--- src/ord_pkg.sv ---
`default_nettype none
package ord_pkg;
    // ------------------------------------------------------------
    // register map (byte addresses)
    // ------------------------------------------------------------
    localparam logic [11:0] ORD_CTRL_ADDR = 12'h000;
    localparam logic [11:0] ORD_THRESH_ADDR = 12'h004;
    localparam logic [11:0] ORD_FS_A_ADDR = 12'h008;
    localparam logic [11:0] ORD_FS_B_ADDR = 12'h00c;
    localparam logic [11:0] ORD_STATUS_ADDR = 12'h010;
    localparam logic [11:0] ORD_MASK_ADDR = 12'h014;
    localparam logic [11:0] ORD_LIVE_ADDR = 12'h018;
    localparam logic [9:0] ORD_TRIM_FIRST_IDX = 10'h08a;
    localparam logic [9:0] ORD_TRIM_SECOND_IDX = 10'h095;
    localparam logic [11:0] ORD_TRIM_FIRST_ADDR = {ORD_TRIM_FIRST_IDX, 2'b00};
    localparam logic [11:0] ORD_TRIM_SECOND_ADDR = {ORD_TRIM_SECOND_IDX, 2'b00};
    // ------------------------------------------------------------
    // control and status field positions
    // ------------------------------------------------------------
    localparam int ORD_CTRL_PERIOD_LSB = 0;
    localparam int ORD_CTRL_DUAL_BIT = 3;
    localparam int ORD_CTRL_INSEL_BIT = 4;
    localparam int ORD_CTRL_BGCAL_BIT = 5;
    localparam int ORD_CTRL_FGCAL_BIT = 6;
    localparam int ORD_CTRL_DEC_LSB = 8;
    localparam int ORD_ST_FG_DONE_BIT = 4;
    // ------------------------------------------------------------
    // reset values
    // ------------------------------------------------------------
    localparam logic [2:0] ORD_PERIOD_RST = 3'h0;
    localparam logic [7:0] ORD_HIGH_THR_RST = 8'hff;
    localparam logic [7:0] ORD_LOW_THR_RST = 8'hff;
    localparam logic [15:0] ORD_FS_RST = 16'h0000;
    localparam logic [7:0] ORD_TRIM_RST = 8'h00;
    // ------------------------------------------------------------
    // timing
    // ------------------------------------------------------------
    localparam int ORD_CLK_MHZ = 200;
    localparam int ORD_FG_CAL_NS = 5120;
    localparam int ORD_FG_CAL_CYCLES_I = ORD_FG_CAL_NS * ORD_CLK_MHZ / 1000;
    localparam logic [10:0] ORD_FG_CAL_CYCLES = ORD_FG_CAL_CYCLES_I[10:0];
    localparam logic [10:0] ORD_HOLD_BASE = 11'h008;
    localparam int ORD_MAG_DROP = 3;
    // ------------------------------------------------------------
    // decimation modes
    // ------------------------------------------------------------
    typedef enum logic [1:0] {
        ORD_DEC_NONE = 2'h0,
        ORD_DEC_REAL = 2'h1,
        ORD_DEC_CPLX = 2'h2
    } ord_dec_t;
endpackage
`default_nettype wire

--- src/ord_chan.sv ---
`timescale 1ns/1ps
`default_nettype none
module ord_chan
    import ord_pkg::*;
(
    input wire logic clk,
    input wire logic rst_n,
    input wire logic [11:0] sample,
    input wire logic sample_valid,
    input wire logic [7:0] high_threshold,
    input wire logic [7:0] low_threshold,
    input wire logic [2:0] flag_period_select,
    input wire logic [1:0] dec_mode,
    input wire logic [15:0] dec_in,
    input wire logic dec_in_valid,
    input wire logic dec_in_is_q,
    output logic high_flag,
    output logic low_flag,
    output logic [15:0] dec_out,
    output logic dec_out_valid
);
    typedef struct packed {
        logic [10:0] cnt_hi;
        logic [10:0] cnt_lo;
        logic flag_hi;
        logic flag_lo;
        logic [8:0] win;
        logic acc_hi;
        logic acc_lo;
        logic emb_hi;
        logic emb_lo;
        logic odd;
        logic [15:0] out;
        logic out_valid;
    } ord_chan_st_t;

    ord_chan_st_t st_r, st_nxt;
    logic [10:0] mag;
    logic [7:0] mag8;
    logic hit_hi, hit_lo;
    logic [10:0] hold_len;
    logic [8:0] win_last;

    // ------------------------------------------------------------
    // magnitude and compare
    // ------------------------------------------------------------
    always_comb begin
        if (sample == 12'h800) begin
            mag = 11'h7ff;
        end else if (sample[11]) begin
            mag = 11'((~sample) + 12'h001);
        end else begin
            mag = sample[10:0];
        end
    end
    assign mag8 = mag[10:ORD_MAG_DROP];
    assign hit_hi = sample_valid && (mag8 >= high_threshold);
    assign hit_lo = sample_valid && (mag8 >= low_threshold);
    assign hold_len = ORD_HOLD_BASE << flag_period_select;
    // window length minus one, in samples
    assign win_last = (dec_mode == ORD_DEC_REAL) ?
        9'((10'h002 << flag_period_select) - 10'h001) :
        9'((10'h001 << flag_period_select) - 10'h001);

    // ------------------------------------------------------------
    // next state
    // ------------------------------------------------------------
    always_comb begin
        st_nxt = st_r;
        st_nxt.flag_hi = hit_hi || (st_r.cnt_hi != 11'h000);
        st_nxt.flag_lo = hit_lo || (st_r.cnt_lo != 11'h000);
        if (hit_hi) begin
            st_nxt.cnt_hi = hold_len - 11'h001;
        end else if (st_r.cnt_hi != 11'h000) begin
            st_nxt.cnt_hi = st_r.cnt_hi - 11'h001;
        end
        if (hit_lo) begin
            st_nxt.cnt_lo = hold_len - 11'h001;
        end else if (st_r.cnt_lo != 11'h000) begin
            st_nxt.cnt_lo = st_r.cnt_lo - 11'h001;
        end
        if (sample_valid) begin
            if (st_r.win >= win_last) begin
                st_nxt.emb_hi = st_r.acc_hi || hit_hi;
                st_nxt.emb_lo = st_r.acc_lo || hit_lo;
                st_nxt.acc_hi = 1'b0;
                st_nxt.acc_lo = 1'b0;
                st_nxt.win = 9'h000;
            end else begin
                st_nxt.acc_hi = st_r.acc_hi || hit_hi;
                st_nxt.acc_lo = st_r.acc_lo || hit_lo;
                st_nxt.win = st_r.win + 9'h001;
            end
        end
        st_nxt.out_valid = dec_in_valid;
        if (dec_in_valid) begin
            unique case (dec_mode)
                ORD_DEC_CPLX: begin
                    st_nxt.out = {dec_in[15:1], dec_in_is_q ? st_r.emb_lo : st_r.emb_hi};
                end
                ORD_DEC_REAL: begin
                    st_nxt.out = {dec_in[15:1], st_r.odd ? st_r.emb_lo : st_r.emb_hi};
                    st_nxt.odd = !st_r.odd;
                end
                default: begin
                    st_nxt.out = dec_in;
                end
            endcase
        end
        if (dec_mode != ORD_DEC_REAL) begin
            st_nxt.odd = 1'b0;
        end
    end

    always_ff @(posedge clk or negedge rst_n) begin
        if (!rst_n) begin
            st_r <= '0;
        end else begin
            st_r <= st_nxt;
        end
    end

    assign high_flag = st_r.flag_hi;
    assign low_flag = st_r.flag_lo;
    assign dec_out = st_r.out;
    assign dec_out_valid = st_r.out_valid;

    // ------------------------------------------------------------
    // checks
    // ------------------------------------------------------------
    logic [11:0] since_hi_r;
    always_ff @(posedge clk or negedge rst_n) begin
        if (!rst_n) begin
            since_hi_r <= 12'hfff;
        end else if (hit_hi) begin
            since_hi_r <= 12'h000;
        end else if (since_hi_r != 12'hfff) begin
            since_hi_r <= since_hi_r + 12'h001;
        end
    end

    property p_hi_hit;
        @(posedge clk) disable iff (!rst_n)
        sample_valid && (mag8 >= high_threshold) |=> high_flag;
    endproperty
    a_hi_hit: assert property (p_hi_hit) else $error("high flag missed");

    property p_extreme;
        @(posedge clk) disable iff (!rst_n)
        sample_valid && (sample == 12'h800 || sample == 12'h7ff) |=> high_flag && low_flag;
    endproperty
    a_extreme: assert property (p_extreme) else $error("full scale not flagged");

    property p_lo_hit;
        @(posedge clk) disable iff (!rst_n)
        sample_valid && (mag8 >= low_threshold) |=> low_flag;
    endproperty
    a_lo_hit: assert property (p_lo_hit) else $error("low flag missed");

    property p_hold;
        @(posedge clk) disable iff (!rst_n)
        $stable(flag_period_select) |->
            high_flag == ({1'b0, since_hi_r} < {1'b0, hold_len});
    endproperty
    a_hold: assert property (p_hold) else $error("hold length wrong");

    property p_cplx;
        @(posedge clk) disable iff (!rst_n)
        dec_in_valid && dec_mode == ORD_DEC_CPLX |=>
            dec_out == {$past(dec_in[15:1]),
                        $past(dec_in_is_q) ? $past(st_r.emb_lo) : $past(st_r.emb_hi)};
    endproperty
    a_cplx: assert property (p_cplx) else $error("complex embed wrong");

    property p_real;
        @(posedge clk) disable iff (!rst_n)
        dec_in_valid && dec_mode == ORD_DEC_REAL && !st_r.odd && !st_r.emb_hi |=>
            dec_out[0] == 1'b0 && st_r.odd;
    endproperty
    a_real: assert property (p_real) else $error("real embed wrong");

    c_hold: cover property (@(posedge clk) disable iff (!rst_n) $fell(high_flag));
    c_real: cover property (@(posedge clk) disable iff (!rst_n)
        dec_out_valid && dec_mode == ORD_DEC_REAL && dec_out[0]);
endmodule
`default_nettype wire

--- src/ord_top.sv ---
// Local design decision: the APB register port.
`timescale 1ns/1ps
`default_nettype none
// Function
// - magnitude of 12-bit sample, upper eight bits compared to high and low thresholds
// - one threshold pair serves both channel A and channel B
// - most negative code counts as 2047, giving 255 at both extremes
// - flag is one when magnitude meets or exceeds threshold in the period
// - two flag pins per channel, first high threshold, second low threshold
// - pin flag holds 8 cycles at setting 0, doubling to 1024 at 7
// - decimating modes also embed flags into output samples
// - complex: I word LSB carries high flag, Q word LSB low flag
// - real: even samples carry high flag, odd samples low flag
// - embedded bit high when threshold met within the monitoring period
// - period is 2^(N+1) samples real, 2^N samples complex
// - single-channel input select bit chooses analog input A or B
// - separate full-scale trim setting for each analog input
// - offset trim registers at indices 0x08a and 0x095
// - foreground calibration stops sampling, background calibration keeps sampling
module ord_top
    import ord_pkg::*;
(
    input wire logic pclk,
    input wire logic presetn,
    input wire logic [11:0] paddr,
    input wire logic psel,
    input wire logic penable,
    input wire logic pwrite,
    input wire logic [31:0] pwdata,
    output logic [31:0] prdata,
    output logic pready,
    output logic pslverr,
    output logic irq,
    input wire logic [11:0] sample_a,
    input wire logic [11:0] sample_b,
    input wire logic sample_valid,
    output logic sampling_enable,
    output logic bg_cal_enable,
    output logic analog_input_sel,
    output logic [15:0] input_a_fullscale_trim,
    output logic [15:0] input_b_fullscale_trim,
    output logic [7:0] input_offset_trim_first,
    output logic [7:0] input_offset_trim_second,
    input wire logic [15:0] dec_a_in,
    input wire logic dec_a_in_valid,
    input wire logic dec_a_in_is_q,
    input wire logic [15:0] dec_b_in,
    input wire logic dec_b_in_valid,
    input wire logic dec_b_in_is_q,
    output logic [15:0] dec_a_out,
    output logic dec_a_out_valid,
    output logic [15:0] dec_b_out,
    output logic dec_b_out_valid,
    output logic chan_a_high_flag,
    output logic chan_a_low_flag,
    output logic chan_b_high_flag,
    output logic chan_b_low_flag
);
    typedef struct packed {
        logic [2:0] period;
        logic dual;
        logic insel;
        logic bgcal;
        logic [1:0] dec;
        logic [7:0] thr_hi;
        logic [7:0] thr_lo;
        logic [15:0] fs_a;
        logic [15:0] fs_b;
        logic [7:0] trim1;
        logic [7:0] trim2;
        logic [4:0] status;
        logic [4:0] mask;
        logic [3:0] prev;
        logic [10:0] fg_cnt;
        logic fg_busy;
        logic ack;
        logic err;
        logic [31:0] rdata;
    } ord_top_st_t;

    ord_top_st_t st_r, st_nxt;
    logic [3:0] flags;
    logic [1:0] dec_eff;
    logic gated_valid;
    logic acc_ph, wr_do, rd_do, mapped;
    logic [31:0] rd_mux;

    // ------------------------------------------------------------
    // channel datapaths
    // ------------------------------------------------------------
    assign gated_valid = sample_valid && !st_r.fg_busy;
    // decimation exists only in dual-channel operation
    assign dec_eff = st_r.dual ? st_r.dec : ORD_DEC_NONE;

    ord_chan u_chan_a (
        .clk(pclk),
        .rst_n(presetn),
        .sample(sample_a),
        .sample_valid(gated_valid),
        .high_threshold(st_r.thr_hi),
        .low_threshold(st_r.thr_lo),
        .flag_period_select(st_r.period),
        .dec_mode(dec_eff),
        .dec_in(dec_a_in),
        .dec_in_valid(dec_a_in_valid),
        .dec_in_is_q(dec_a_in_is_q),
        .high_flag(chan_a_high_flag),
        .low_flag(chan_a_low_flag),
        .dec_out(dec_a_out),
        .dec_out_valid(dec_a_out_valid)
    );

    ord_chan u_chan_b (
        .clk(pclk),
        .rst_n(presetn),
        .sample(sample_b),
        .sample_valid(gated_valid),
        .high_threshold(st_r.thr_hi),
        .low_threshold(st_r.thr_lo),
        .flag_period_select(st_r.period),
        .dec_mode(dec_eff),
        .dec_in(dec_b_in),
        .dec_in_valid(dec_b_in_valid),
        .dec_in_is_q(dec_b_in_is_q),
        .high_flag(chan_b_high_flag),
        .low_flag(chan_b_low_flag),
        .dec_out(dec_b_out),
        .dec_out_valid(dec_b_out_valid)
    );

    // single-channel: both cores feed the pins, outside logic ORs them
    assign flags = {chan_b_low_flag, chan_b_high_flag, chan_a_low_flag, chan_a_high_flag};

    // ------------------------------------------------------------
    // apb decode
    // ------------------------------------------------------------
    assign acc_ph = psel && penable;
    assign wr_do = acc_ph && st_r.ack && pwrite;
    assign rd_do = acc_ph && st_r.ack && !pwrite;

    always_comb begin
        mapped = 1'b1;
        rd_mux = 32'h0000_0000;
        unique case (paddr)
            ORD_CTRL_ADDR: begin
                rd_mux[ORD_CTRL_PERIOD_LSB +: 3] = st_r.period;
                rd_mux[ORD_CTRL_DUAL_BIT] = st_r.dual;
                rd_mux[ORD_CTRL_INSEL_BIT] = st_r.insel;
                rd_mux[ORD_CTRL_BGCAL_BIT] = st_r.bgcal;
                rd_mux[ORD_CTRL_FGCAL_BIT] = st_r.fg_busy;
                rd_mux[ORD_CTRL_DEC_LSB +: 2] = st_r.dec;
            end
            ORD_THRESH_ADDR: rd_mux[15:0] = {st_r.thr_lo, st_r.thr_hi};
            ORD_FS_A_ADDR: rd_mux[15:0] = st_r.fs_a;
            ORD_FS_B_ADDR: rd_mux[15:0] = st_r.fs_b;
            ORD_STATUS_ADDR: rd_mux[4:0] = st_r.status;
            ORD_MASK_ADDR: rd_mux[4:0] = st_r.mask;
            ORD_LIVE_ADDR: rd_mux[4:0] = {st_r.fg_busy, flags};
            ORD_TRIM_FIRST_ADDR: rd_mux[7:0] = st_r.trim1;
            ORD_TRIM_SECOND_ADDR: rd_mux[7:0] = st_r.trim2;
            default: mapped = 1'b0;
        endcase
    end

    // ------------------------------------------------------------
    // next state
    // ------------------------------------------------------------
    always_comb begin
        st_nxt = st_r;
        st_nxt.ack = acc_ph && !st_r.ack;
        if (acc_ph && !st_r.ack) begin
            st_nxt.rdata = pwrite ? 32'h0000_0000 : rd_mux;
            st_nxt.err = !mapped;
        end
        if (wr_do) begin
            unique case (paddr)
                ORD_CTRL_ADDR: begin
                    st_nxt.period = pwdata[ORD_CTRL_PERIOD_LSB +: 3];
                    st_nxt.dual = pwdata[ORD_CTRL_DUAL_BIT];
                    st_nxt.insel = pwdata[ORD_CTRL_INSEL_BIT];
                    st_nxt.bgcal = pwdata[ORD_CTRL_BGCAL_BIT];
                    st_nxt.dec = pwdata[ORD_CTRL_DEC_LSB +: 2];
                    if (pwdata[ORD_CTRL_FGCAL_BIT] && !st_r.fg_busy) begin
                        st_nxt.fg_busy = 1'b1;
                        st_nxt.fg_cnt = ORD_FG_CAL_CYCLES;
                    end
                end
                ORD_THRESH_ADDR: begin
                    st_nxt.thr_hi = pwdata[7:0];
                    st_nxt.thr_lo = pwdata[15:8];
                end
                ORD_FS_A_ADDR: st_nxt.fs_a = pwdata[15:0];
                ORD_FS_B_ADDR: st_nxt.fs_b = pwdata[15:0];
                ORD_MASK_ADDR: st_nxt.mask = pwdata[4:0];
                ORD_TRIM_FIRST_ADDR: st_nxt.trim1 = pwdata[7:0];
                ORD_TRIM_SECOND_ADDR: st_nxt.trim2 = pwdata[7:0];
                default: st_nxt.err = st_r.err;
            endcase
        end
        // read clears only the bits it returned, new events win
        if (rd_do && paddr == ORD_STATUS_ADDR) begin
            st_nxt.status = st_r.status & ~st_r.rdata[4:0];
        end
        st_nxt.prev = flags;
        st_nxt.status[3:0] = st_nxt.status[3:0] | (flags & ~st_r.prev);
        if (st_r.fg_busy) begin
            if (st_r.fg_cnt == 11'h001) begin
                st_nxt.fg_busy = 1'b0;
                st_nxt.status[ORD_ST_FG_DONE_BIT] = 1'b1;
            end
            st_nxt.fg_cnt = st_r.fg_cnt - 11'h001;
        end
    end

    always_ff @(posedge pclk or negedge presetn) begin
        if (!presetn) begin
            st_r <= '0;
            st_r.period <= ORD_PERIOD_RST;
            st_r.thr_hi <= ORD_HIGH_THR_RST;
            st_r.thr_lo <= ORD_LOW_THR_RST;
            st_r.fs_a <= ORD_FS_RST;
            st_r.fs_b <= ORD_FS_RST;
            st_r.trim1 <= ORD_TRIM_RST;
            st_r.trim2 <= ORD_TRIM_RST;
        end else begin
            st_r <= st_nxt;
        end
    end

    // ------------------------------------------------------------
    // outputs
    // ------------------------------------------------------------
    assign prdata = st_r.rdata;
    assign pready = st_r.ack;
    assign pslverr = st_r.ack && st_r.err;
    assign irq = |(st_r.status & st_r.mask);
    assign sampling_enable = !st_r.fg_busy;
    assign bg_cal_enable = st_r.bgcal;
    assign analog_input_sel = st_r.insel;
    assign input_a_fullscale_trim = st_r.fs_a;
    assign input_b_fullscale_trim = st_r.fs_b;
    assign input_offset_trim_first = st_r.trim1;
    assign input_offset_trim_second = st_r.trim2;

    // ------------------------------------------------------------
    // checks
    // ------------------------------------------------------------
    property p_fg_stop;
        @(posedge pclk) disable iff (!presetn)
        $rose(st_r.fg_busy) |-> (!sampling_enable)[*8];
    endproperty
    a_fg_stop: assert property (p_fg_stop) else $error("sampling not halted");

    property p_insel;
        @(posedge pclk) disable iff (!presetn)
        wr_do && paddr == ORD_CTRL_ADDR |=>
            analog_input_sel == $past(pwdata[ORD_CTRL_INSEL_BIT]);
    endproperty
    a_insel: assert property (p_insel) else $error("input select not applied");

    property p_thr_shared;
        @(posedge pclk) disable iff (!presetn)
        wr_do && paddr == ORD_THRESH_ADDR |=>
            st_r.thr_hi == $past(pwdata[7:0]) && st_r.thr_lo == $past(pwdata[15:8]);
    endproperty
    a_thr_shared: assert property (p_thr_shared) else $error("threshold write lost");

    c_fg: cover property (@(posedge pclk) disable iff (!presetn) $fell(st_r.fg_busy));
    c_irq: cover property (@(posedge pclk) disable iff (!presetn) $rose(irq));
    c_both: cover property (@(posedge pclk) disable iff (!presetn)
        chan_a_high_flag && chan_b_low_flag);
endmodule
`default_nettype wire

--- config.mk ---
export PLATFORM = sky130hd
export DESIGN_NAME = ord_top
export DESIGN_NICKNAME = d
export VERILOG_FILES = /design/src/ord_pkg.sv /design/src/ord_chan.sv /design/src/ord_top.sv
export SDC_FILE = /design/constraint.sdc
export NUM_CORES = 1
export LEC_CHECK = 0
export BUFFER_PORTS_ARGS = -buffer_cell sky130_fd_sc_hd__buf_2
export CORE_ASPECT_RATIO = 1.4
export CORE_MARGIN = 1.5
export CORE_UTILIZATION = 50
export CTS_CLUSTER_DIAMETER = 50
export CTS_CLUSTER_SIZE = 10
export DETAILED_ROUTE_END_ITERATION = 16
export GPL_TIMING_DRIVEN = 0
export HOLD_SLACK_MARGIN = 0.03
export PLACE_DENSITY = 0.82
export SLEW_MARGIN = 20
export SYNTH_ARGS = -nofsm -noshare
export SYNTH_HDL_FRONTEND = slang
export SYNTH_HIERARCHICAL = 1
export SYNTH_SLANG_ARGS = --single-unit
--- constraint.sdc ---
create_clock -name pclk -period 10.8 [get_ports pclk]
set_input_delay 2.16 -clock pclk [delete_from_list [all_inputs] [get_ports pclk]]
set_output_delay 2.16 -clock pclk [all_outputs]
set_load 0.02 [all_outputs]
Yosys cells after proc, flatten, opt, wreduce, memory -nomap -nowiden
Cells that the tools add are included.
{"block": "totals", "register_bits": 242, "word_cells": 190}
{"block": "classes", "n_addsub": 12, "magnitude_cmp": 6, "n_eq_ne": 15, "shift": 3, "n_mux": 46, "n_bitwise": 8, "reduce_logical": 57}
{"op": "two-way mux 11 bit", "count": 14}
{"op": "subtractor 11 x 1 -> 11 bit, second input constant", "count": 6}
{"op": "two-way mux 12 bit", "count": 4}
{"op": "case mux 5 bit (9 select lines)", "count": 1}
{"op": "nonzero test 11 bit", "count": 4}
{"op": "equality test 12 x 5 -> 1 bit, second input constant", "count": 3}
{"op": "two-way mux 17 bit", "count": 2}
{"op": "two-way mux 33 bit", "count": 1}
{"op": ">= comparator 8 bit", "count": 4}
{"op": "equality test 12 x 10 -> 1 bit, second input constant", "count": 2}
{"op": "equality test 12 bit, second input constant", "count": 2}
{"op": "equality test 12 x 4 -> 1 bit, second input constant", "count": 2}
{"op": "adder 11 x 1 -> 11 bit, second input constant", "count": 2}
{"op": "NOT 11 bit", "count": 2}
{"op": "AND reduction 2 bit", "count": 11}
{"op": "nonzero test 2 bit", "count": 10}
{"op": "adder 9 x 1 -> 9 bit, second input constant", "count": 2}
{"op": ">= comparator 9 bit", "count": 2}
{"op": "case mux 6 bit (3 select lines)", "count": 1}
{"op": "subtractor 9 x 1 -> 9 bit, second input constant", "count": 2}
{"op": "two-way mux 16 bit", "count": 1}
{"op": "two-way mux 1 bit", "count": 14}
{"op": "logical AND 1 bit", "count": 13}
{"op": "equality test 12 x 3 -> 1 bit, second input constant", "count": 1}
{"op": "27 further kinds", "count": 41}

Logic depth before layout (Yosys ltp)
{"block": "depth", "word_depth": 8, "ltp_mapped": 19, "mapped_depth_nobuf": 16}

By module
The synthesis kept the hierarchy.
{"module": "ord_top", "n_inst": 1, "cells_per_inst": 522, "area_per_inst_um2": 5973.2}
{"module": "ord_chan (u_chan_b)", "n_inst": 1, "cells_per_inst": 412, "area_per_inst_um2": 3748.6}
{"module": "ord_chan (u_chan_a)", "n_inst": 1, "cells_per_inst": 408, "area_per_inst_um2": 3737.3}

Least setup slack after synthesis
OpenSTA, ideal clock, no wires.
{"block": "synth_timing", "path_type": "input to register", "startpoint": "in sample_a[2]", "endpoint": "reg u_chan_a/st_r[43] (netlist bit)", "arrival_ps": 6097, "t_required_ps": 10733, "slack_ps": 4636, "cell_stages": 12, "path_cell_list": "or4_4 -> or4_4 -> or3_4 -> or4b_1 -> buf_2 -> and2_4 -> ha_1 -> nand2b_1 -> a2111o_1 -> a32oi_1 -> clkbuf_1 -> o311a_1"}
{"block": "synth_via", "elab_chain_len": 7, "elab_cells_between_ends": 9, "classes_between": "add/sub: 1; order compare: 1; eq/ne: 1; mux: 3; bitwise: 1; reduce/logical: 2"}
{"item": "from (decl)", "line": "ord_top.sv:34", "rtl": "input wire logic [11:0] sample_a,"}
{"item": "NOT 11 bit", "line": "ord_chan.sv:51", "rtl": "mag = 11'((~sample) + 12'h001);"}
{"item": "adder 11 x 1 -> 11 bit", "line": "ord_chan.sv:51"}
{"item": "two-way mux 11 bit", "line": "ord_chan.sv:50", "rtl": "end else if (sample[11]) begin"}
{"item": "two-way mux 11 bit (*)", "line": "ord_chan.sv:48", "rtl": "if (sample == 12'h800) begin"}
{"item": ">= comparator 8 bit (*)", "line": "ord_chan.sv:58", "rtl": "assign hit_lo = sample_valid && (mag8 >= low_threshold);"}
{"item": "logical AND 1 bit (*)", "line": "ord_chan.sv:58"}
{"item": "two-way mux 11 bit / nonzero test 2 bit (equally long branches)"}
{"item": "to (signal assigned)", "line": "ord_chan.sv:119", "rtl": "st_r <= st_nxt;"}
{"item": "to (decl)", "line": "ord_chan.sv:37", "rtl": "ord_chan_st_t st_r, st_nxt;"}
Mark *: on every way between the ends. The rest lies on a longest branch, timed or not.
A chain may end at the register's enable or synchronous reset.

Final worst setup path
{"block": "layout_timing", "startpoint": "in sample_b[2]", "endpoint": "reg u_chan_b/st_r[45] (netlist bit)"}
{"block": "layout_via", "elab_chain_len": 7, "elab_cells_between_ends": 9, "classes_between": "add/sub: 1; order compare: 1; eq/ne: 1; mux: 3; bitwise: 1; reduce/logical: 2"}
{"item": "from (decl)", "line": "ord_top.sv:35", "rtl": "input wire logic [11:0] sample_b,"}
{"item": "NOT 11 bit", "line": "ord_chan.sv:51"}
{"item": "adder 11 x 1 -> 11 bit", "line": "ord_chan.sv:51"}
{"item": "two-way mux 11 bit", "line": "ord_chan.sv:50"}
{"item": "two-way mux 11 bit (*)", "line": "ord_chan.sv:48"}
{"item": ">= comparator 8 bit (*)", "line": "ord_chan.sv:57", "rtl": "assign hit_hi = sample_valid && (mag8 >= high_threshold);"}
{"item": "logical AND 1 bit (*)", "line": "ord_chan.sv:57"}
{"item": "two-way mux 11 bit / nonzero test 2 bit (equally long branches)"}
{"item": "to (signal assigned)", "line": "ord_chan.sv:119"}
{"item": "to (decl)", "line": "ord_chan.sv:37"}
Marks and branches as above.

==> out/metrics.csv <==
metric;value;unit
status;completed;
critPathMaxStageDelay;0.80;ns
syn_avg_cell_area;10.0;sq um
timing.final.crit_share;58.9;%
drv_cap;0;
clk_path_buf_depth;3;
cp-start-kind;input port;
via_per_inst;5.66;
leakage;0.00767;uW
synth_top_area_share;39.0;%
fillerInstances;2131;
routed_wl;33500;microns
setup_viol;0;
multi_input_area;6480;sq um
track_usage;23.9;%
cts_num_sinks;226;
htree_num_levels;1;
worst_pin_slew;0.961;ns
drt_iter0_drc;632;
coreArea;26300;sq um
clk_pin_slew;0.06;ns
worstPathArrival;6.76;ns
yosys_register_bits;226;
worstPathCellList;buf_2 > or4_4 > or4_4 > or3_4 > or4b_1 > buf_2 > and2_4 > ha_1 > nand2b_1 > a2111o_1 > a32oi_1 > clkbuf_1 > o211ai_1;
grt_pass1_vias;10800;
synth_cell_types;74;
cp-end-kind;flop;
overflow;0;
start_util;51.2;%
dr.pass1.iters;6;
area_growth;18.3;%
final-hold-violation-count;0;
p_per_area;138;nW/um^2
crit_path_top_delay_cell;a32oi_1;
rows;70;
yosys_warnings;6;
crit_type;input port to flop;
synth_flop_cell;dfrtp_1;
rsz0062_at_grt;no;
synth_area_leader_cell;dfrtp_1;
crit_path_start;sample_b[2];
ctsHoldBuffers;0;
synthArstFlopShare;100;%
synthTopCellsByArea;dfrtp_1, mux2_2, buf_4;
combPwrFrac;14.2;%
place_hpwl;25100;microns
route.detailed.drc;0;
seq_area_frac_synth;42.2;%
cts_setup_buffers;0;
cts_resized;0;
io_pins;234;
clkLatencyLatePin;0.55;ns
ir_drop;0.150;mV
cts_buffers;30;
io_buffer_count;198;
layout_min_cycle_time;6.36;ns
cp.required;11.20;ns
synth_edf_count;0;
globalplace.congestion;0.948;
grt_max_degree;93;
critPathCapture;u_chan_b/st_r[45];
final_cell_mix;dfrtp_1, buf_2, nand2_1;
dp.cells;1881;
pwr-share-seq;42.8;%
p_sw_share;27.1;%
slew_viol_final;0;
power.share.clock;43.0;%
dieArea;27900;sq um
critPathMaxFanout;10;
fp.dieW;142;microns
cts_root_buffer;clkbuf_16;
antenna_found_initial;0;
syn_inst;1342;
reg2regPathDepth;19;
fmax;157;MHz
instances_no_fill;1937;
p_int;1600;uW
hp-class;flop to flop;
antenna_cells;0;
nets;1767;
power.switching;594;uW
grt_pass1_wl;53500;microns
via_count;11000;
routedWlPerCell;17.3;microns
die_h;197;microns
cts_tree;yes;
tns;0;ns
seqCellArea;5680;sq um
worst-r2r-setup-slack;6.49;ns
max_slew_margin;35.9;%
r2r_end;u_chan_a/st_r[18];
synth_area;13500;sq um
final_common_cell;dfrtp_1;
reg2reg_from;st_r[128];
drive_gt1_share;31.8;%
ant_nets;0;
fin_skew;0.0128;ns
## layer usage
metal / global-route usage (%) / part of all wire (%) / up-vias
met5: 0 / 0 / -
met4: 10.5 / 4.1 / 0
met3: 2.91 / 5.7 / 84
met2: 43.5 / 52 / 402
met1: 28.1 / 39 / 5302
li1: - / - / 5181
## synth_stat cells (24+ instances only)
cell type and count:
nor2_1 68, nand2_1 129, dfrtp_1 210, a21oi_1 62, xor2_1 24, mux2_2 95
ha_1 68, clkbuf_1 38, nor3_1 27, inv_1 74, nand3_1 31, buf_4 115
o21ai_0 69
## metrics by stage
step / hold WS, ns / worst slack, ns / total power (uW) / area [sq um] / util [%]
after floorplan: 0.400 / 4.64 / 1150 / 13500 / -
after global placement: 0.402 / 3.71 / 1250 / 14900 / 56.8
after detailed placement: 0.409 / 3.92 / 1260 / 15000 / 57.0
after CTS: 0.418 / 4.51 / 2210 / 15900 / 60.6
after global routing: 0.441 / 4.25 / 2290 / 15900 / 60.6
final: 0.417 / 4.44 / 2190 / 15900 / 60.6
## cell type report
type | instances | area share (%)
plain buffers | 164 | 6.81
clock buffers | 49 | 5.42
clock inverters | 7 | 0.487
inverters | 74 | 1.75
multi-input cells | 893 | 40.7
flip-flops and latches | 226 | 35.7
well taps | 324 | 2.55
repair buffers | 200 | 6.63
## registers in the layout, summed over array words and instances (netlist names)
register,count
u_chan_b/low_flag,1
u_chan_b/dec_out,16
u_chan_a/high_flag,1
u_chan_b/high_flag,1
input_offset_trim_second,8
u_chan_a/low_flag,1
analog_input_sel,1
u_chan_a/dec_out_valid,1
u_chan_b/st_r,36
u_chan_a/dec_out,16
pready,1
bg_cal_enable,1
input_a_fullscale_trim,16
u_chan_b/dec_out_valid,1
st_r,49
input_offset_trim_first,8
input_b_fullscale_trim,16
prdata,16
u_chan_a/st_r,36
## worst max-delay path: cells and delay by family
| kind | cells | cell delay (ns) |
|---|---|---|
| and+or+nand+nor | 6 | 2.20 |
| AOI/OAI and AO/OA | 3 | 1.39 |
| buffers and inverters | 3 | 0.74 |
| adders and majority gates | 1 | 0.26 |
## power groups by stage
stage | clock network (uW) | logic (uW) | registers, uW
6_report | 945 | 311 | 940
3_5_place_dp | 0 | 310 | 952
3_3_place_gp | 0 | 295 | 950
5_1_grt | 997 | 346 | 947
4_1_cts | 964 | 311 | 939
2_1_floorplan | 0 | 210 | 943
## cell families (layout without fill, tap and decap cells)
group | after synthesis | after routing | synth area share, %
xor+xnor | 39 | 39 | 2.54
buf+inv | 238 | 494 | 10.1
other cells | 1 | 16 | 0.0279
simple gates | 384 | 384 | 15.0
compound gates | 249 | 249 | 12.1
flops | 226 | 226 | 42.2
fa+ha+maj | 68 | 68 | 6.32
mux | 137 | 137 | 11.7
## how the worst min path moves through the flow
stage / cells after the start / startpoint / to / slack [ns]
after floorplan: 1 / st_r[46] / st_r[55] / 0.40
after global placement: 1 / st_r[46] / st_r[55] / 0.40
after detailed placement: 1 / st_r[46] / st_r[55] / 0.41
after CTS: 1 / st_r[46] / st_r[55] / 0.42
after global routing: 1 / st_r[47] / st_r[56] / 0.44
final: 1 / st_r[46] / st_r[55] / 0.42
(Power assumes the default switching activity.)
